**config.mk**
```make
export PLATFORM = sky130hd
export DESIGN_NAME = sar_adc_scan_control
export DESIGN_NICKNAME = d
export VERILOG_FILES = /design/src/logic/adc_scan_pkg.sv /design/src/logic/sar_adc_scan_control.sv /design/src/logic/pin_fall_detect.sv /design/src/logic/sar_engine.sv
export VERILOG_INCLUDE_DIRS = /design/src /design/src/logic
export SDC_FILE = /design/constraint.sdc
export NUM_CORES = 1
export LEC_CHECK = 0
export BUFFER_PORTS_ARGS = -buffer_cell sky130_fd_sc_hd__buf_2
export CAP_MARGIN = 0
export CORE_AREA = 2 2 116 118
export DETAILED_ROUTE_END_ITERATION = 12
export DIE_AREA = 0 0 118 120
export PLACE_DENSITY = 0.67
export SYNTH_ARGS = -nofsm -noshare
export SYNTH_HDL_FRONTEND = slang
export SYNTH_HIERARCHICAL = 1
export SYNTH_SLANG_ARGS = --single-unit
```
**constraint.sdc**
```tcl
create_clock -name core_clk -period 6.1 [get_ports core_clk]
set_clock_uncertainty 0.15 [all_clocks]
set_input_delay 0.61 -clock core_clk [delete_from_list [all_inputs] [get_ports core_clk]]
set_output_delay 0.61 -clock core_clk [all_outputs]
set_load 0.01 [all_outputs]
```
**src/logic/adc_scan_consts.svh**
```systemverilog
// Constants of the converter scan control: offsets, fields, resets, timing.
// Assumes a 25 MHz core clock and 16-bit register data.
`ifndef ADC_SCAN_CONSTS_SVH
`define ADC_SCAN_CONSTS_SVH

`define ADC_CLK_NS        40
`define ADC_SAMPLE_NS     2000
`define ADC_CONV_NS       6120
`define ADC_SAMPLE_CYC    ((`ADC_SAMPLE_NS + `ADC_CLK_NS - 1) / `ADC_CLK_NS)
`define ADC_CONV_CYC      ((`ADC_CONV_NS + `ADC_CLK_NS - 1) / `ADC_CLK_NS)
`define ADC_STEP_CYC      (((`ADC_CONV_CYC - `ADC_SAMPLE_CYC) + 7) / 8)

`define ADC_OFF_CTRL      4'h0
`define ADC_OFF_STATUS    4'h1
`define ADC_OFF_DATA      4'h2
`define ADC_OFF_IRQ_STAT  4'h3
`define ADC_OFF_IRQ_MASK  4'h4

`define CTRL_START_BIT    0
`define CTRL_STOP_BIT     1
`define CTRL_MODE_LSB     2
`define CTRL_TRIG_LSB     4
`define CTRL_RES10_BIT    6
`define CTRL_XFER_BIT     7
`define CTRL_SCH_LSB      8
`define CTRL_ECH_LSB      11
`define CTRL_WR_MASK      16'h3ffc

`define IRQ_DONE_BIT      0
`define IRQ_OVR_BIT       1
`define IRQ_END_BIT       2

`define CTRL_RST          16'h0000
`define IRQ_MASK_RST      3'h0

`endif

```
**src/logic/adc_scan_pkg.sv**
```systemverilog
// Types of the converter scan control.
// Assumes nothing beyond the consts header.
package adc_scan_pkg;
   typedef enum logic [1:0] {MODE_SINGLE, MODE_CONT, MODE_PAUSE} scan_mode_t;
   typedef enum logic [1:0] {TRIG_SOFT, TRIG_TIMER, TRIG_EXT} trig_src_t;
   typedef enum logic [1:0] {S_IDLE, S_CONV, S_HOLD, S_PAUSE} scan_state_t;
   typedef enum logic [1:0] {E_IDLE, E_SAMPLE, E_STEP} eng_state_t;
endpackage

```
**src/logic/sar_adc_scan_control.sv**
```systemverilog
// Scan control of an eight-channel successive approximation converter.
// Assumes comparator and sample switch on the analog side, same clock
// timer tick, and an external trigger pin from outside the clock domain.
//
// Our own choices: the strobed register port and the register addresses.
`timescale 1ns/1ps
`default_nettype none
`include "adc_scan_consts.svh"
//
// Contract
// - Result resolution selectable, eight or ten bits
// - Any of eight channels converted
// - Stored result raises interrupt when enabled
// - Start by software, timer, or pin fall
// - Single mode stops after end channel
// - Continuous mode wraps to start channel
// - Pause mode halts after each channel
// - Conversion takes at least minimum time
// - Sampling lasts at least minimum period
// - Request auto transfer; hold results, no loss
module sar_adc_scan_control
(
   // Clock and reset
   input  wire logic        core_clk,
   input  wire logic        rst_n,
   // Register port
   input  wire logic [3:0]  reg_addr,
   input  wire logic [15:0] reg_wdata,
   input  wire logic        reg_wr,
   input  wire logic        reg_rd,
   output logic      [15:0] reg_rdata,
   // Trigger sources
   input  wire logic        timer_tick,
   input  wire logic        ext_trig_pin,
   // Analog side
   input  wire logic        comp_in,
   output logic             sample_en,
   output logic      [9:0]  dac_code,
   output logic      [2:0]  chan_sel,
   // Events
   output logic             auto_transfer_req,
   output logic             irq
);
   import adc_scan_pkg::*;

   scan_state_t st_reg, st_next;
   logic [15:0] ctrl_reg, ctrl_next;
   logic [2:0]  mask_reg, mask_next;
   logic [2:0]  stat_reg, stat_next;
   logic [2:0]  ch_reg, ch_next;
   logic [12:0] data_reg, data_next;
   logic        pend_reg, pend_next;
   logic        tick_reg;
   logic [15:0] rdata_reg, rdata_next;

   logic       eng_start, eng_busy, eng_done;
   logic [9:0] eng_result;
   logic       ext_fall, timer_rise, soft_start, trigger, stop;
   logic       store, last, rd_data, rd_stat;
   scan_mode_t mode;
   trig_src_t  trig;
   logic [2:0] sch, ech;
   logic       res10, xfer_en;

   pin_fall_detect u_fall
   (
      .core_clk (core_clk),
      .rst_n    (rst_n),
      .pin      (ext_trig_pin),
      .fall     (ext_fall)
   );

   sar_engine u_eng
   (
      .core_clk  (core_clk),
      .rst_n     (rst_n),
      .start     (eng_start),
      .abort     (stop),
      .res10     (res10),
      .comp_in   (comp_in),
      .sample_en (sample_en),
      .dac_code  (dac_code),
      .busy      (eng_busy),
      .done      (eng_done),
      .result    (eng_result)
   );

   // Decoded configuration
   always_comb
   begin
      mode    = scan_mode_t'(ctrl_reg[`CTRL_MODE_LSB +: 2]);
      trig    = trig_src_t'(ctrl_reg[`CTRL_TRIG_LSB +: 2]);
      res10   = ctrl_reg[`CTRL_RES10_BIT];
      xfer_en = ctrl_reg[`CTRL_XFER_BIT];
      sch     = ctrl_reg[`CTRL_SCH_LSB +: 3];
      ech     = ctrl_reg[`CTRL_ECH_LSB +: 3];
   end

   // Trigger selection
   always_comb
   begin
      timer_rise = timer_tick & ~tick_reg;
      soft_start = reg_wr && reg_addr == `ADC_OFF_CTRL && reg_wdata[`CTRL_START_BIT];
      stop       = reg_wr && reg_addr == `ADC_OFF_CTRL && reg_wdata[`CTRL_STOP_BIT];
      case (trig)
         TRIG_SOFT:  trigger = soft_start;
         TRIG_TIMER: trigger = timer_rise;
         TRIG_EXT:   trigger = ext_fall;
         default:    trigger = 1'b0;
      endcase
   end

   // Scan sequencing
   always_comb
   begin
      st_next   = st_reg;
      ch_next   = ch_reg;
      data_next = data_reg;
      eng_start = 1'b0;
      rd_data   = reg_rd && reg_addr == `ADC_OFF_DATA;
      store     = (st_reg == S_CONV && eng_done && !(pend_reg && xfer_en)) ||
                  (st_reg == S_HOLD && !pend_reg);
      last      = (ch_reg == ech);
      stat_next = stat_reg;
      if (reg_rd && reg_addr == `ADC_OFF_IRQ_STAT)
         stat_next = 3'h0;
      case (st_reg)
         S_IDLE:
         begin
            if (trigger)
            begin
               ch_next   = sch;
               eng_start = 1'b1;
               st_next   = S_CONV;
            end
         end
         S_CONV:
         begin
            if (eng_done && pend_reg && xfer_en)
               st_next = S_HOLD;
         end
         S_HOLD:
         begin
         end
         S_PAUSE:
         begin
            if (trigger)
            begin
               eng_start = 1'b1;
               st_next   = S_CONV;
            end
         end
         default: st_next = S_IDLE;
      endcase
      if (store)
      begin
         data_next = {ch_reg, eng_result};
         stat_next[`IRQ_DONE_BIT] = 1'b1;
         if (pend_reg && !rd_data)
            stat_next[`IRQ_OVR_BIT] = 1'b1;
         if (last)
         begin
            stat_next[`IRQ_END_BIT] = 1'b1;
            case (mode)
               MODE_CONT:
               begin
                  ch_next   = sch;
                  eng_start = 1'b1;
                  st_next   = S_CONV;
               end
               MODE_PAUSE:
               begin
                  ch_next = sch;
                  st_next = S_PAUSE;
               end
               default: st_next = S_IDLE;
            endcase
         end
         else
         begin
            ch_next = ch_reg + 3'h1;
            if (mode == MODE_PAUSE)
               st_next = S_PAUSE;
            else
            begin
               eng_start = 1'b1;
               st_next   = S_CONV;
            end
         end
      end
      pend_next = store ? 1'b1 : (rd_data ? 1'b0 : pend_reg);
      if (stop)
      begin
         st_next   = S_IDLE;
         eng_start = 1'b0;
      end
   end

   // Register port
   always_comb
   begin
      ctrl_next  = ctrl_reg;
      mask_next  = mask_reg;
      rdata_next = 16'h0000;
      if (reg_wr && reg_addr == `ADC_OFF_CTRL)
         ctrl_next = reg_wdata & `CTRL_WR_MASK;
      if (reg_wr && reg_addr == `ADC_OFF_IRQ_MASK)
         mask_next = reg_wdata[2:0];
      if (reg_rd)
      begin
         case (reg_addr)
            `ADC_OFF_CTRL:     rdata_next = ctrl_reg;
            `ADC_OFF_STATUS:   rdata_next = {10'h000, pend_reg, ch_reg, st_reg == S_PAUSE, st_reg != S_IDLE};
            `ADC_OFF_DATA:     rdata_next = {3'h0, data_reg};
            `ADC_OFF_IRQ_STAT: rdata_next = {13'h0000, stat_reg};
            `ADC_OFF_IRQ_MASK: rdata_next = {13'h0000, mask_reg};
            default:           rdata_next = 16'h0000;
         endcase
      end
   end

   always_ff @(posedge core_clk or negedge rst_n)
   begin
      if (!rst_n)
      begin
         st_reg    <= S_IDLE;
         ctrl_reg  <= `CTRL_RST;
         mask_reg  <= `IRQ_MASK_RST;
         stat_reg  <= 3'h0;
         ch_reg    <= 3'h0;
         data_reg  <= 13'h0000;
         pend_reg  <= 1'b0;
         tick_reg  <= 1'b0;
         rdata_reg <= 16'h0000;
      end
      else
      begin
         st_reg    <= st_next;
         ctrl_reg  <= ctrl_next;
         mask_reg  <= mask_next;
         stat_reg  <= stat_next;
         ch_reg    <= ch_next;
         data_reg  <= data_next;
         pend_reg  <= pend_next;
         tick_reg  <= timer_tick;
         rdata_reg <= rdata_next;
      end
   end

   assign reg_rdata         = rdata_reg;
   assign chan_sel          = ch_reg;
   assign irq               = |(stat_reg & mask_reg);
   assign auto_transfer_req = pend_reg & xfer_en;
endmodule // sar_adc_scan_control
`default_nettype wire

```
**src/logic/pin_fall_detect.sv**
```systemverilog
// Three-stage synchroniser with falling edge pulse for a pin input.
// Assumes the pin idles high.
`timescale 1ns/1ps
`default_nettype none
module pin_fall_detect
(
   // Clock and reset
   input  wire logic core_clk,
   input  wire logic rst_n,
   // Pin and edge
   input  wire logic pin,
   output logic      fall
);
   logic s1_reg, s2_reg, s3_reg, lvl_reg;
   logic lvl_next;

   always_comb
   begin
      lvl_next = (s2_reg == s3_reg) ? s3_reg : lvl_reg;
      fall     = lvl_reg & ~lvl_next;
   end

   always_ff @(posedge core_clk or negedge rst_n)
   begin
      if (!rst_n)
      begin
         s1_reg  <= 1'b1;
         s2_reg  <= 1'b1;
         s3_reg  <= 1'b1;
         lvl_reg <= 1'b1;
      end
      else
      begin
         s1_reg  <= pin;
         s2_reg  <= s1_reg;
         s3_reg  <= s2_reg;
         lvl_reg <= lvl_next;
      end
   end
endmodule // pin_fall_detect
`default_nettype wire

```
**src/logic/sar_engine.sv**
```systemverilog
// Successive approximation sequencer: sample phase, then one step per bit.
// Assumes an on-chip comparator high when input is at or above dac_code.
`timescale 1ns/1ps
`default_nettype none
`include "adc_scan_consts.svh"
module sar_engine
#(
   parameter int SAMPLE_CYC = `ADC_SAMPLE_CYC,
   parameter int STEP_CYC   = `ADC_STEP_CYC,
   parameter int CONV_CYC   = `ADC_CONV_CYC
)
(
   // Clock and reset
   input  wire logic       core_clk,
   input  wire logic       rst_n,
   // Control
   input  wire logic       start,
   input  wire logic       abort,
   input  wire logic       res10,
   // Analog side
   input  wire logic       comp_in,
   output logic            sample_en,
   output logic [9:0]      dac_code,
   // Result
   output logic            busy,
   output logic            done,
   output logic [9:0]      result
);
   import adc_scan_pkg::*;

   if (SAMPLE_CYC < 1 || SAMPLE_CYC > 255 || STEP_CYC < 1 || STEP_CYC > 255)
      $error("sar_engine: cycle counts out of range");
   if (SAMPLE_CYC + 8 * STEP_CYC < CONV_CYC)
      $error("sar_engine: conversion shorter than minimum");

   eng_state_t st_reg, st_next;
   logic [7:0] cnt_reg, cnt_next;
   logic [3:0] bit_reg, bit_next;
   logic [9:0] code_reg, code_next;
   logic [9:0] res_reg, res_next;
   logic       done_reg, done_next;
   logic [3:0] last_bit;

   always_comb
   begin
      st_next   = st_reg;
      cnt_next  = cnt_reg;
      bit_next  = bit_reg;
      code_next = code_reg;
      res_next  = res_reg;
      done_next = 1'b0;
      last_bit  = res10 ? 4'h0 : 4'h2;
      case (st_reg)
         E_IDLE:
         begin
            if (start)
            begin
               st_next   = E_SAMPLE;
               cnt_next  = 8'(SAMPLE_CYC - 1);
               code_next = 10'h000;
            end
         end
         E_SAMPLE:
         begin
            if (cnt_reg == 8'h00)
            begin
               st_next   = E_STEP;
               cnt_next  = 8'(STEP_CYC - 1);
               bit_next  = 4'h9;
               code_next = 10'h200;
            end
            else
               cnt_next = cnt_reg - 8'h01;
         end
         E_STEP:
         begin
            if (cnt_reg != 8'h00)
               cnt_next = cnt_reg - 8'h01;
            else
            begin
               if (!comp_in)
                  code_next[bit_reg] = 1'b0;
               if (bit_reg == last_bit)
               begin
                  st_next   = E_IDLE;
                  done_next = 1'b1;
                  res_next  = res10 ? code_next : {2'b00, code_next[9:2]};
               end
               else
               begin
                  bit_next  = bit_reg - 4'h1;
                  code_next[bit_reg - 4'h1] = 1'b1;
                  cnt_next  = 8'(STEP_CYC - 1);
               end
            end
         end
         default: st_next = E_IDLE;
      endcase
      if (abort)
      begin
         st_next   = E_IDLE;
         done_next = 1'b0;
      end
   end

   always_ff @(posedge core_clk or negedge rst_n)
   begin
      if (!rst_n)
      begin
         st_reg   <= E_IDLE;
         cnt_reg  <= 8'h00;
         bit_reg  <= 4'h0;
         code_reg <= 10'h000;
         res_reg  <= 10'h000;
         done_reg <= 1'b0;
      end
      else
      begin
         st_reg   <= st_next;
         cnt_reg  <= cnt_next;
         bit_reg  <= bit_next;
         code_reg <= code_next;
         res_reg  <= res_next;
         done_reg <= done_next;
      end
   end

   assign sample_en = (st_reg == E_SAMPLE);
   assign dac_code  = code_reg;
   assign busy      = (st_reg != E_IDLE);
   assign done      = done_reg;
   assign result    = res_reg;

   // Helper counters for phase lengths
   logic [8:0] samp_len, conv_len;
   always_ff @(posedge core_clk or negedge rst_n)
   begin
      if (!rst_n)
      begin
         samp_len <= 9'h000;
         conv_len <= 9'h000;
      end
      else
      begin
         samp_len <= sample_en ? samp_len + 9'h001 : 9'h000;
         conv_len <= busy ? conv_len + 9'h001 : 9'h000;
      end
   end
endmodule // sar_engine
`default_nettype wire

```
# Word level (Yosys, flattened, before mapping)
# Index checks and enable logic that the tools add are counted.
dict set report word_totals {
  reg_bits 93
  input_bits 27
  output_inout_bits 32
}
dict set report classes {
  eq_ne 27
  n_mux 63
  n_bitwise 10
  n_lt_le_gt_ge 4
  n_reduce_logical 40
  n_addsub 3
}
# operator count
set op_table {}
lappend op_table {{$mux 10} 8}
lappend op_table {{$pmux 14 s5} 1}
lappend op_table {{$mux 8} 4}
lappend op_table {{$pmux 10 s3} 1}
lappend op_table {{$mux 2} 12}
lappend op_table {{$pmux 8 s3} 1}
lappend op_table {{$mux 3} 7}
lappend op_table {{$mux 1} 18}
lappend op_table {{$logic_and 1x1->1} 15}
lappend op_table {{$mux 14} 1}
lappend op_table {{$mux 4} 3}
lappend op_table {{$reduce_and 4->1} 3}
lappend op_table {{$and 10x10->10} 1}
lappend op_table {{$eq 2x2->1 const B} 5}
lappend op_table {{$lt 4x5->1 const B} 2}
lappend op_table {{$not 10->10} 1}
lappend op_table {{$or 10x10->10} 1}
lappend op_table {{$reduce_and 3->1} 3}
lappend op_table {{$demux 1 s4} 2}
lappend op_table {{$eq 2x1->1 const B} 4}
lappend op_table {{$eq 4x2->1 const B} 2}
lappend op_table {{$ge 4x1->1 const B} 2}
lappend op_table {{$logic_not 8->1} 1}
lappend op_table {{$pmux 2 s2} 2}
lappend op_table {{other kinds (31)} 47}

# Depth between registers and ports, before layout
# Gate-level depths: netlist of the first run.
dict set report depth {
  word_depth 14
  ltp_mapped 11
  ltp_nobuf 9
}

# Modules after synthesis
# Netlist of the first run, hierarchy kept.
# module seq_area_each_um2 area_per_inst_um2 instances cells_each
set modules_own_cells {}
lappend modules_own_cells {sar_adc_scan_control 1301.2 2605.0 1 249}
lappend modules_own_cells {sar_engine 875.8 2167.1 1 232}
lappend modules_own_cells {pin_fall_detect 105.1 123.9 1 6}

# Least setup slack after synthesis of the first run
# No wires, ideal clock.
dict set report synth_timing {
  path_kind {input to register}
  startpoint {input port reg_addr[1]}
  endpoint {register u_eng.cnt_reg[5]}
  setup_slack_ns 3.218
  cell_stages 10
  required_time_ns 5.826
  arrival_time_ns 2.608
  path_buffers 2
  cell_sequence {buf_6 nor3b_4 a311oi_4 or4_1 o31ai_1 nor2b_1 nor2_1 clkbuf_1 o211ai_1 o2bb2ai_1}
}
dict set report synth_via {
  elab_chain_len 12
  word_cells_on_any_way 14
}
# element line
set synth_rtl {}
lappend synth_rtl {{from (decl)} sar_adc_scan_control.sv:27} ;# input wire logic [3:0] reg_addr,
lappend synth_rtl {{$logic_not 4->1 (*)} n/a}
lappend synth_rtl {{$logic_and 1x1->1 (no source line) (*)} n/a}
lappend synth_rtl {{$logic_and 1x1->1} sar_adc_scan_control.sv:103} ;# soft_start = reg_wr && reg_addr == `ADC_OFF_CTRL && reg_wdata[`CTRL_START_BIT];
lappend synth_rtl {{$pmux 1 s3} sar_adc_scan_control.sv:105} ;# case (trig)
lappend synth_rtl {{$mux 1} {sar_adc_scan_control.sv:130, sar_adc_scan_control.sv:147}}
lappend synth_rtl {{$mux 1} n/a}
lappend synth_rtl {{$mux 1 (on tied branches)} {sar_adc_scan_control.sv:182, sar_adc_scan_control.sv:164}}
lappend synth_rtl {{$mux 1} sar_adc_scan_control.sv:161} ;# if (last)
lappend synth_rtl {{$mux 1} sar_adc_scan_control.sv:155} ;# if (store)
lappend synth_rtl {{$mux 1 (*)} sar_adc_scan_control.sv:192} ;# if (stop)
lappend synth_rtl {{named net eng_start} sar_adc_scan_control.sv:56} ;# logic eng_start, eng_busy, eng_done;
lappend synth_rtl {{$ne 2x2->1 (no source line) (*)} n/a}
lappend synth_rtl {{$reduce_and 3->1 (no source line) (*)} n/a}
lappend synth_rtl {{to (signal assigned)} sar_engine.sv:120} ;# cnt_reg <= cnt_next;
lappend synth_rtl {{to (decl)} sar_engine.sv:37} ;# logic [7:0] cnt_reg, cnt_next;
# Mark *: on every way through the listed nets, which the timed path passes. The rest lies on a longest branch.
# A chain may end at the register's enable or synchronous reset.

==> results of run 1 <==
-- final cells by class --
type | count | area, um^2 | area share [%]
tap | 176 | 220 | 3.90
clock inverter | 6 | 96.3 | 1.70
clock buffer | 10 | 229 | 4.05
multi-input combinational | 354 | 2440 | 43.1
sequential | 91 | 2280 | 40.4
timing repair buffer | 59 | 313 | 5.53
inverter | 20 | 75.1 | 1.33
-- cell usage after synthesis (10+ instances only) --
| library cell | instances |
|---|---|
| nor2_1 | 26 |
| nand2_1 | 72 |
| mux2_2 | 25 |
| nand2b_1 | 11 |
| o21ai_0 | 35 |
| inv_1 | 20 |
| a21oi_1 | 10 |
| ha_1 | 18 |
| dfrtp_1 | 87 |
-- per-layer routing --
layer	vias up	GRT usage [%]
met1	1942	23.2
met5	-	0
li1	1866	-
met2	162	27.0
met3	10	3.42
met4	0	4.67
-- kinds of logic after synthesis --
logic type | Yosys count
muxes | 35
and+or+nand+nor | 163
DFF | 91
adders and majority gates | 19
buffers and inverters | 43
AOI/OAI and AO/OA | 130
xor gates and xnor gates | 5
other | 1
-- power breakdown --
part / internal [W] / switching [W]
clock network: 0.000365 / 0.000248
registers: 0.000733 / 0.000153
logic: 0.000352 / 0.000477
-- through the flow --
stage / setup slack [ns] / instances
3_3_place_gp: 2.42 / 699
5_1_grt: 2.10 / 716
2_1_floorplan: 3.22 / 488
3_5_place_dp: 2.34 / 699
4_1_cts: 2.52 / 716
6_report: 2.52 / 716
-- path summary, 6_finish.rpt --
path	endpoint	slack, ns	cells after the start	from
setup reg to reg	u_eng/dac_code[8]	2.52	9	st_reg[1]
min in group asynchronous	tick_reg	0.54	2	rst_n
setup / recovery	u_eng/dac_code[8]	2.52	9	st_reg[1]
max in group asynchronous	reg_rdata[2]	4.08	3	rst_n
hold / removal	u_fall/s2_reg	0.21	0	u_fall/s1_reg
hold reg to reg	u_fall/s2_reg	0.21	0	u_fall/s1_reg
==> results.yml, run 1 <==
route:
  first_iter_violations: 354
  wl_um: 11600
  firstDrtPassIters: 5
  wl_per_cell_um: 16.1
  viasPerCell: 5.56
  ant_nets: 0
  vias: 3980
  met1Wirelength_um: 5310
  wl_met2_um: 5490
  drc: 0
  topRoutingLayerUsed: "met4"
  wl_met3_um: 652
critical_path:
  critPathMaxFanout: 22
  cp_data_arrival_time_ns: 3.69
  cp-start-kind: "flop"
  path_cells: "inv_1 -> ha_1 -> a21oi_1 -> o21a_1 -> o31ai_1 -> nor2b_1 -> nor2_1 -> nand2_1 -> o221ai_1"
  path_buf_inv: 1
  cp_slowest_cell: "nor2_1"
  endpoint_kind: "flop"
  required_ns: 6.20
  cpPeakStageDelay_ns: 0.66
  cpLargestDelayFamily: "compound AO/OA/AOI/OAI gates"
  worstSetupPathType: "flop to flop"
floorplan:
  initial_core_util_pct: 37.7
  row_count: 42
  die_w_um: 118
  fp.dieH_um: 120
  coreArea_um2: 13000
  ioPinCount: 59
  dieArea_um2: 14200
global_routing:
  antenna_found_initial: 0
  grt_pass1_vias: 3756
  grt_pass1_wl_um: 19300
  grt_max_degree: 73
  overflow: 0
  grt_use_total_pct: 16.9
finish:
  final_area_um2: 5650
  final_nets: 580
  drive_gt1_share_pct: 22.2
  syn2layout_area_growth_pct: 15.4
  fillers: 1236
  fin_util_pct: 43.5
  final_common_cell: "dfrtp_1"
  largest_reg_flops: 14
  layout_common_cells: "87 x dfrtp_1, 72 x nand2_1, 53 x buf_2, 35 x o21ai_0, 26 x nor2_1"
  n_antenna_cell: 0
clock_network:
  cts_setup_buffers: 0
  clock_latency_ns: 0.35
  cts.repair.resized: 0
  htree_levels: 3
  cts_tree: "yes"
  root_buffer: "clkbuf_16"
  clkSinkCount: 91
  clockBufferDepth: 2
  clk_pin_slew_ns: 0.07
  numCtsBuffers: 9
  holdBufCountCts: 1
timing:
  final_hold_viol_count: 0
  setup_violations: 0
  maxSlewViolCount: 0
  timing.final.crit_share_pct: 58.7
  rsz0062_at_grt: "no"
  tns_ns: 0
  fmax_mhz: 279
  hold_ws_ns: 0.208
  worstMarginPinSlew_ns: 1.08
  period_needed_ns: 3.58
  max_slew_margin_pct: 27.7
status:
  status: "complete, no violations"
yosys:
  yosysUniqueCellTypes: 70
  synthSimpleGateAreaFrac_pct: 16.8
  yosys_most_used_dff: "dfrtp_1"
  ys_top_cells_by_area: "dfrtp_1 44%, mux2_2 5.8%, nand2_1 5.5%"
  async_reset_ff_share_pct: 100
  synth_xor_area_share_pct: 0.894
  synth_compound_area_share_pct: 19.2
  synthAdderAreaFrac_pct: 4.83
  synth_warnings: 6
  syn_area_um2: 4900
  muxShareOfSynthArea_pct: 7.82
  synth_top_family_by_area: "compound AO/OA/AOI/OAI gates"
  avgSynthCellArea_um2: 10.1
  synth-edff-count: 0
  synth_top_area_share_pct: 44.5
  synth_area_leader_cell: "dfrtp_1"
  syn_inst: 487
  yosysSeqAreaShare_pct: 46.6
  ys_ff_latch: 91
worst_hold_path:
  hp-class: "flop to flop"
place:
  dp_hpwl_um: 8400
  gp_congestion: 0.912
  placed_area_um2: 5320
  portBuffers: 54
pwr:
  p_per_area_nw_per_um2: 412
  ir_drop_v: 0.000184
  p_leak_nw: 2.51
  p_total_w: 0.00233
flow_run:
  cap_violations: 0
Power figures use the tool's default switching activity.
==> run 2, diff against run 1 <==
clock period = 3.5 ns   (was 6.1 ns; I/O delays follow)
==> results.yml, run 2 (synthesis gave the netlist of run 1 again) <==
status:
  status: "complete, but fails checks"
  violations: "negative hold slack"
finish:
  fillers: 1257
  final_common_cell: "dfrtp_1"
  largest_reg_flops: 14
  n_antenna_cell: 0
  fin_util_pct: 43.7
  final_nets: 587
  layout_common_cells: "87 x dfrtp_1, 72 x nand2_1, 53 x buf_2, 35 x o21ai_0, 26 x nor2_1"
  drive_gt1_share_pct: 23.2
  fin_cells: 723
  syn2layout_area_growth_pct: 15.9
global_routing:
  antenna_found_initial: 0
  grt_use_total_pct: 16.9
  grt_pass1_vias: 3836
  grt_max_degree: 75
  grt_pass1_wl_um: 19300
  overflow: 0
critical_path:
  cp-start-kind: "input port"
  cp-startpoint: "timer_tick"
  reg2regPathDepth: 10
  critPathMaxFanout: 9
  endpoint_kind: "flop"
  worstSetupPathType: "input port to flop"
  cpPeakStageDelay_ns: 0.54
  r2r_slack_ns: 0.50
  cp_data_arrival_time_ns: 3.16
  rr_endpoint: "u_eng/cnt_reg[2]"
  required_ns: 3.60
  path_cells: "dlygate4sd3_1 -> buf_2 -> inv_1 -> o32a_1 -> or4_1 -> o31ai_1 -> nor2b_1 -> nor2_1 -> buf_4 -> nand3_1 -> o2bb2ai_1"
  r2r_start: "u_fall/lvl_reg"
  cp_slowest_cell: "dlygate4sd3_1"
clock_network:
  clkSinkCount: 91
  root_buffer: "clkbuf_16"
  cts_setup_buffers: 0
  cts_tree: "yes"
  numCtsBuffers: 9
  clock_latency_ns: 0.34
  clk_pin_slew_ns: 0.08
  clockBufferDepth: 2
  htree_levels: 3
timing:
  final_hold_viol_count: 4
  tns_ns: 0
  worstMarginPinSlew_ns: 1.04
  hold_ws_ns: -0.0119
  maxSlewViolCount: 0
  period_needed_ns: 3.05
  setup_violations: 0
  max_slew_margin_pct: 30.5
  rsz0062_at_grt: "no"
  timing.final.crit_share_pct: 87.3
  fmax_mhz: 327
floorplan:
  row_count: 42
  dieArea_um2: 14200
  ioPinCount: 59
  coreArea_um2: 13000
  fp.dieH_um: 120
  die_w_um: 118
  initial_core_util_pct: 37.7
flow_run:
  cap_violations: 0
place:
  dp.cells: 705
  dp_hpwl_um: 8460
  portBuffers: 54
  gp_congestion: 0.931
pwr:
  p_per_area_nw_per_um2: 702
  p_leak_nw: 2.53
  ir_drop_v: 0.000419
worst_hold_path:
  hp-class: "input port to async pin"
route:
  drc: 0
  first_iter_violations: 395
  wl_um: 11700
  ant_nets: 0
  viasPerCell: 5.37
  wl_per_cell_um: 16.2
  firstDrtPassIters: 5
  vias: 3880
==> run 2: cell count changes in the layout (fill, tap and decap cells not counted) <==
cell / before / now
clkinvlp_4: 1 / 2
inv_6: 2 / 3
inv_8: 1 / 0
buf_4: 5 / 11
clkinv_4: 0 / 1
bufinv_16: 2 / 0
dlygate4sd3_1: 1 / 2
clkinv_8: 0 / 1
clkbuf_1: 1 / 0
==> run 2: cell type report <==
| cell class | instances | area [um^2] | area share, % |
|---|---|---|---|
| inverter | 20 | 75.1 | 1.32 |
| clock buffer | 9 | 225 | 3.97 |
| tap | 176 | 220 | 3.88 |
| clock inverter | 7 | 66.3 | 1.17 |
| sequential | 91 | 2280 | 40.2 |
| multi-input combinational | 354 | 2440 | 42.9 |
| timing repair buffer | 66 | 368 | 6.48 |
==> run 2: stage by stage <==
step                      power, W  worst slack, ns  area, um^2
after global placement     0.00299            0.516        5360
after CTS                  0.00400            0.493        5670
final                      0.00398            0.446        5670
after global routing       0.00426            0.307        5670
after detailed placement   0.00304            0.416        5360
after floorplan            0.00259            0.844        4900
==> run 2: worst max-delay path, delay by kind of cell <==
kind                   cells  cell delay, ns
AOI/OAI and AO/OA          3            0.71
buffers and inverters      4            0.93
and+or+nand+nor            4            1.16
==> run 2: timing repair <==
item / 4_1_cts / 5_1_grt
gates resized for setup: 0 / 0
hold endpoints to repair: 2 / 0
hold buffers: 2 / 0
==> run 2: worst max path at each step <==
stage / end / slack, ns / cells after the start
after floorplan: u_eng/cnt_reg[5] / 0.84 / 10
after global placement: u_eng/cnt_reg[2] / 0.52 / 10
after detailed placement: u_eng/cnt_reg[2] / 0.42 / 10
after CTS: u_eng/cnt_reg[2] / 0.49 / 11
after global routing: u_eng/dac_code[0] / 0.31 / 10
final: u_eng/cnt_reg[2] / 0.45 / 11
==> run 2: layer usage <==
layer | routed length, um | part of all wire [%] | GRT usage [%] | vias up
li1 | - | - | - | 1877
met1 | 5470 | 47 | 22.2 | 1856
met2 | 5500 | 47 | 27.8 | 133
met3 | 573 | 4.9 | 4.18 | 14
met4 | 157 | 1.3 | 4.52 | 0
met5 | 0 | 0 | 0 | -
==> run 2: power breakdown <==
group / leakage (nW) / switching (W) / internal (W)
combinational: 1.28 / 0.000847 / 0.000652
sequential: 1.11 / 0.000268 / 0.00128
clock: 0.136 / 0.000443 / 0.000496
==> run 3, diff against run 2 <==
ABC_AREA = 1   (was not set)
CORE_AREA = 2 2 117 119   (was 2 2 116 118)
DIE_AREA = 0 0 119 121   (was 0 0 118 120)
HOLD_SLACK_MARGIN = 0.02   (was not set)
clock period = 3.8 ns   (was 3.5 ns; I/O delays follow)
==> results.yml, run 3 <==
yosys:
  avgSynthCellArea_um2: 8.45
  async_reset_ff_share_pct: 100
  synth_area_leader_cell: "dfrtp_1"
  synth_most_common_cell: "nand2_1"
  synth-edff-count: 0
  yosys_most_used_dff: "dfrtp_1"
  syn_area_um2: 4990
  yosys-top-cells-count: "180 x nand2_1, 87 x dfrtp_1, 57 x inv_1"
  synth_top_area_share_pct: 43.6
  ys_ff_latch: 91
  syn_inst: 591
  ys_top_cells_by_area: "dfrtp_1 44%, nand2_1 14%, ha_1 4.5%"
  synth_warnings: 6
  yosysUniqueCellTypes: 48
  yosysSeqAreaShare_pct: 45.7
finish:
  fin_util_pct: 44.0
  n_antenna_cell: 0
  layout_common_cells: "180 x nand2_1, 87 x dfrtp_1, 57 x inv_1, 53 x buf_2, 38 x nor2_1"
  largest_reg_flops: 14
  final_nets: 694
  drive_gt1_share_pct: 21.7
  final_common_cell: "nand2_1"
  syn2layout_area_growth_pct: 15.3
  fillers: 1298
  seq_area_um2: 2280
  multiInputGateArea_um2: 2350
status:
  status: "complete, no violations"
pwr:
  p_leak_nw: 2.95
  p_per_area_nw_per_um2: 717
  ir_drop_v: 0.000300
route:
  wl_per_cell_um: 13.4
  drc: 0
  viasPerCell: 4.85
  ant_nets: 0
  firstDrtPassIters: 5
  first_iter_violations: 213
  wl_um: 11100
  vias: 4029
timing:
  timing.final.crit_share_pct: 72.2
  period_needed_ns: 2.74
  final_hold_viol_count: 0
  max_slew_margin_pct: 32.6
  worstMarginPinSlew_ns: 1.01
  maxSlewViolCount: 0
  setup_violations: 0
  tns_ns: 0
  rsz0062_at_grt: "no"
  hold_ws_ns: 0.0560
  fmax_mhz: 365
floorplan:
  initial_core_util_pct: 38.2
  coreArea_um2: 13100
  dieArea_um2: 14400
  ioPinCount: 59
  die_w_um: 119
  fp.dieH_um: 121
  row_count: 42
global_routing:
  overflow: 0
  grt_pass1_vias: 3981
  grt_use_total_pct: 16.4
  antenna_found_initial: 0
  grt_max_degree: 82
  grt_pass1_wl_um: 18900
clock_network:
  numCtsBuffers: 9
  cts.repair.resized: 0
  clkSinkCount: 91
  cts_setup_buffers: 0
  clock_latency_ns: 0.34
  htree_levels: 3
  clockBufferDepth: 2
  cts_tree: "yes"
  root_buffer: "clkbuf_16"
  clk_pin_slew_ns: 0.07
critical_path:
  reg2regPathDepth: 11
  rr_endpoint: "u_eng/dac_code[1]"
  r2r_start: "u_fall/lvl_reg"
  cp-startpoint: "u_fall/lvl_reg"
  cp_data_arrival_time_ns: 2.88
  r2r_slack_ns: 1.06
  cp-start-kind: "flop"
  endpoint_kind: "flop"
  required_ns: 3.93
  critPathMaxFanout: 11
  worstSetupPathType: "flop to flop"
place:
  dp_hpwl_um: 8290
  gp_congestion: 0.837
  portBuffers: 54
worst_hold_path:
  hp-class: "input port to async pin"
flow_run:
  cap_violations: 0
-- run 3: cell types whose count changed after synthesis, moves of 9 or more --
cell	previous run	this run
nand2_1	72	180
inv_1	20	57
mux2_2	25	7
nand3_1	8	22
nor2_1	26	38
a21oi_1	10	21
nand2_2	0	11
nand2b_1	11	0
o21ai_1	2	12
o21ai_2	1	11
a22oi_1	9	0
-- run 3: cells by family (layout without fill, tap and decap cells) --
group | count (synthesis) | after routing | share of synthesized area, %
buf+inv | 80 | 142 | 7.39
flops | 91 | 91 | 45.7
compound gates | 100 | 100 | 12.2
other cells | 1 | 2 | 0.0751
simple gates | 285 | 285 | 26.9
mux | 9 | 9 | 1.98
xor+xnor | 7 | 7 | 1.23
fa+ha+maj | 18 | 18 | 4.51
-- run 3: how the worst max path moves through the flow --
stage,endpoint,cells after the start
3_3_place_gp,u_eng/dac_code[1],11
4_1_cts,u_eng/dac_code[0],11
2_1_floorplan,u_eng/dac_code[3],14
6_report,u_eng/dac_code[1],11
3_5_place_dp,u_eng/dac_code[1],11
5_1_grt,u_eng/dac_code[1],11
-- run 3: worst max-delay path, cell delays in order, from the launching register on --
cell and delay [ns]:
dfstp_2 0.54, nor3b_1 0.25, o21bai_1 0.11, o21ai_1 0.19, nand3b_1 0.14, a21oi_1 0.20
inv_1 0.09, a21oi_2 0.43, nand2_4 0.22, nor2_8 0.18, o21ai_1 0.09, nand2_1 0.07
-- run 3: what timing repair did --
| item | in CTS | in global routing |
|---|---|---|
| endpoints found under the setup margin | 0 | 0 |
| hold buffers | 2 | 0 |
| endpoints found under the hold margin | 2 | 0 |
-- run 3: per-layer routing --
layer  vias to the layer above  share of wire, %  global-route usage, %  wire (um)
met5                         -                 0                      0          0
met4                         0               1.2                   5.51        131
met3                        13               4.8                   3.57        536
met2                       105                48                   27.6       5290
met1                      1893                46                   21.0       5160
li1                       2018                 -                      -          -
-- run 3: area by class of cell --
| type | count | share of cell area [%] |
|---|---|---|
| Sequential cell | 91 | 39.7 |
| Tap cell | 176 | 3.83 |
| Multi-Input combinational cell | 421 | 40.8 |
| Clock inverter | 5 | 1.50 |
| Clock buffer | 11 | 4.22 |
| Inverter | 68 | 4.70 |
| Timing Repair Buffer | 58 | 5.35 |
-- run 3: through the flow --
stage,worst slack [ns],cells,total power [W],instance area [um^2]
2_1_floorplan,1.40,592,0.00276,5000
3_3_place_gp,1.01,812,0.00309,5410
3_5_place_dp,1.02,812,0.00316,5410
4_1_cts,1.01,830,0.00416,5760
5_1_grt,0.725,830,0.00445,5760
6_report,1.06,830,0.00412,5760
-- run 3: where the power goes --
| part | total [W] | internal (W) | switching (W) |
|---|---|---|---|
| registers | 0.00144 | 0.00122 | 0.000217 |
| clock network | 0.000976 | 0.000599 | 0.000377 |
| logic | 0.00171 | 0.000591 | 0.00112 |
| total | 0.00412 | 0.00241 | 0.00172 |
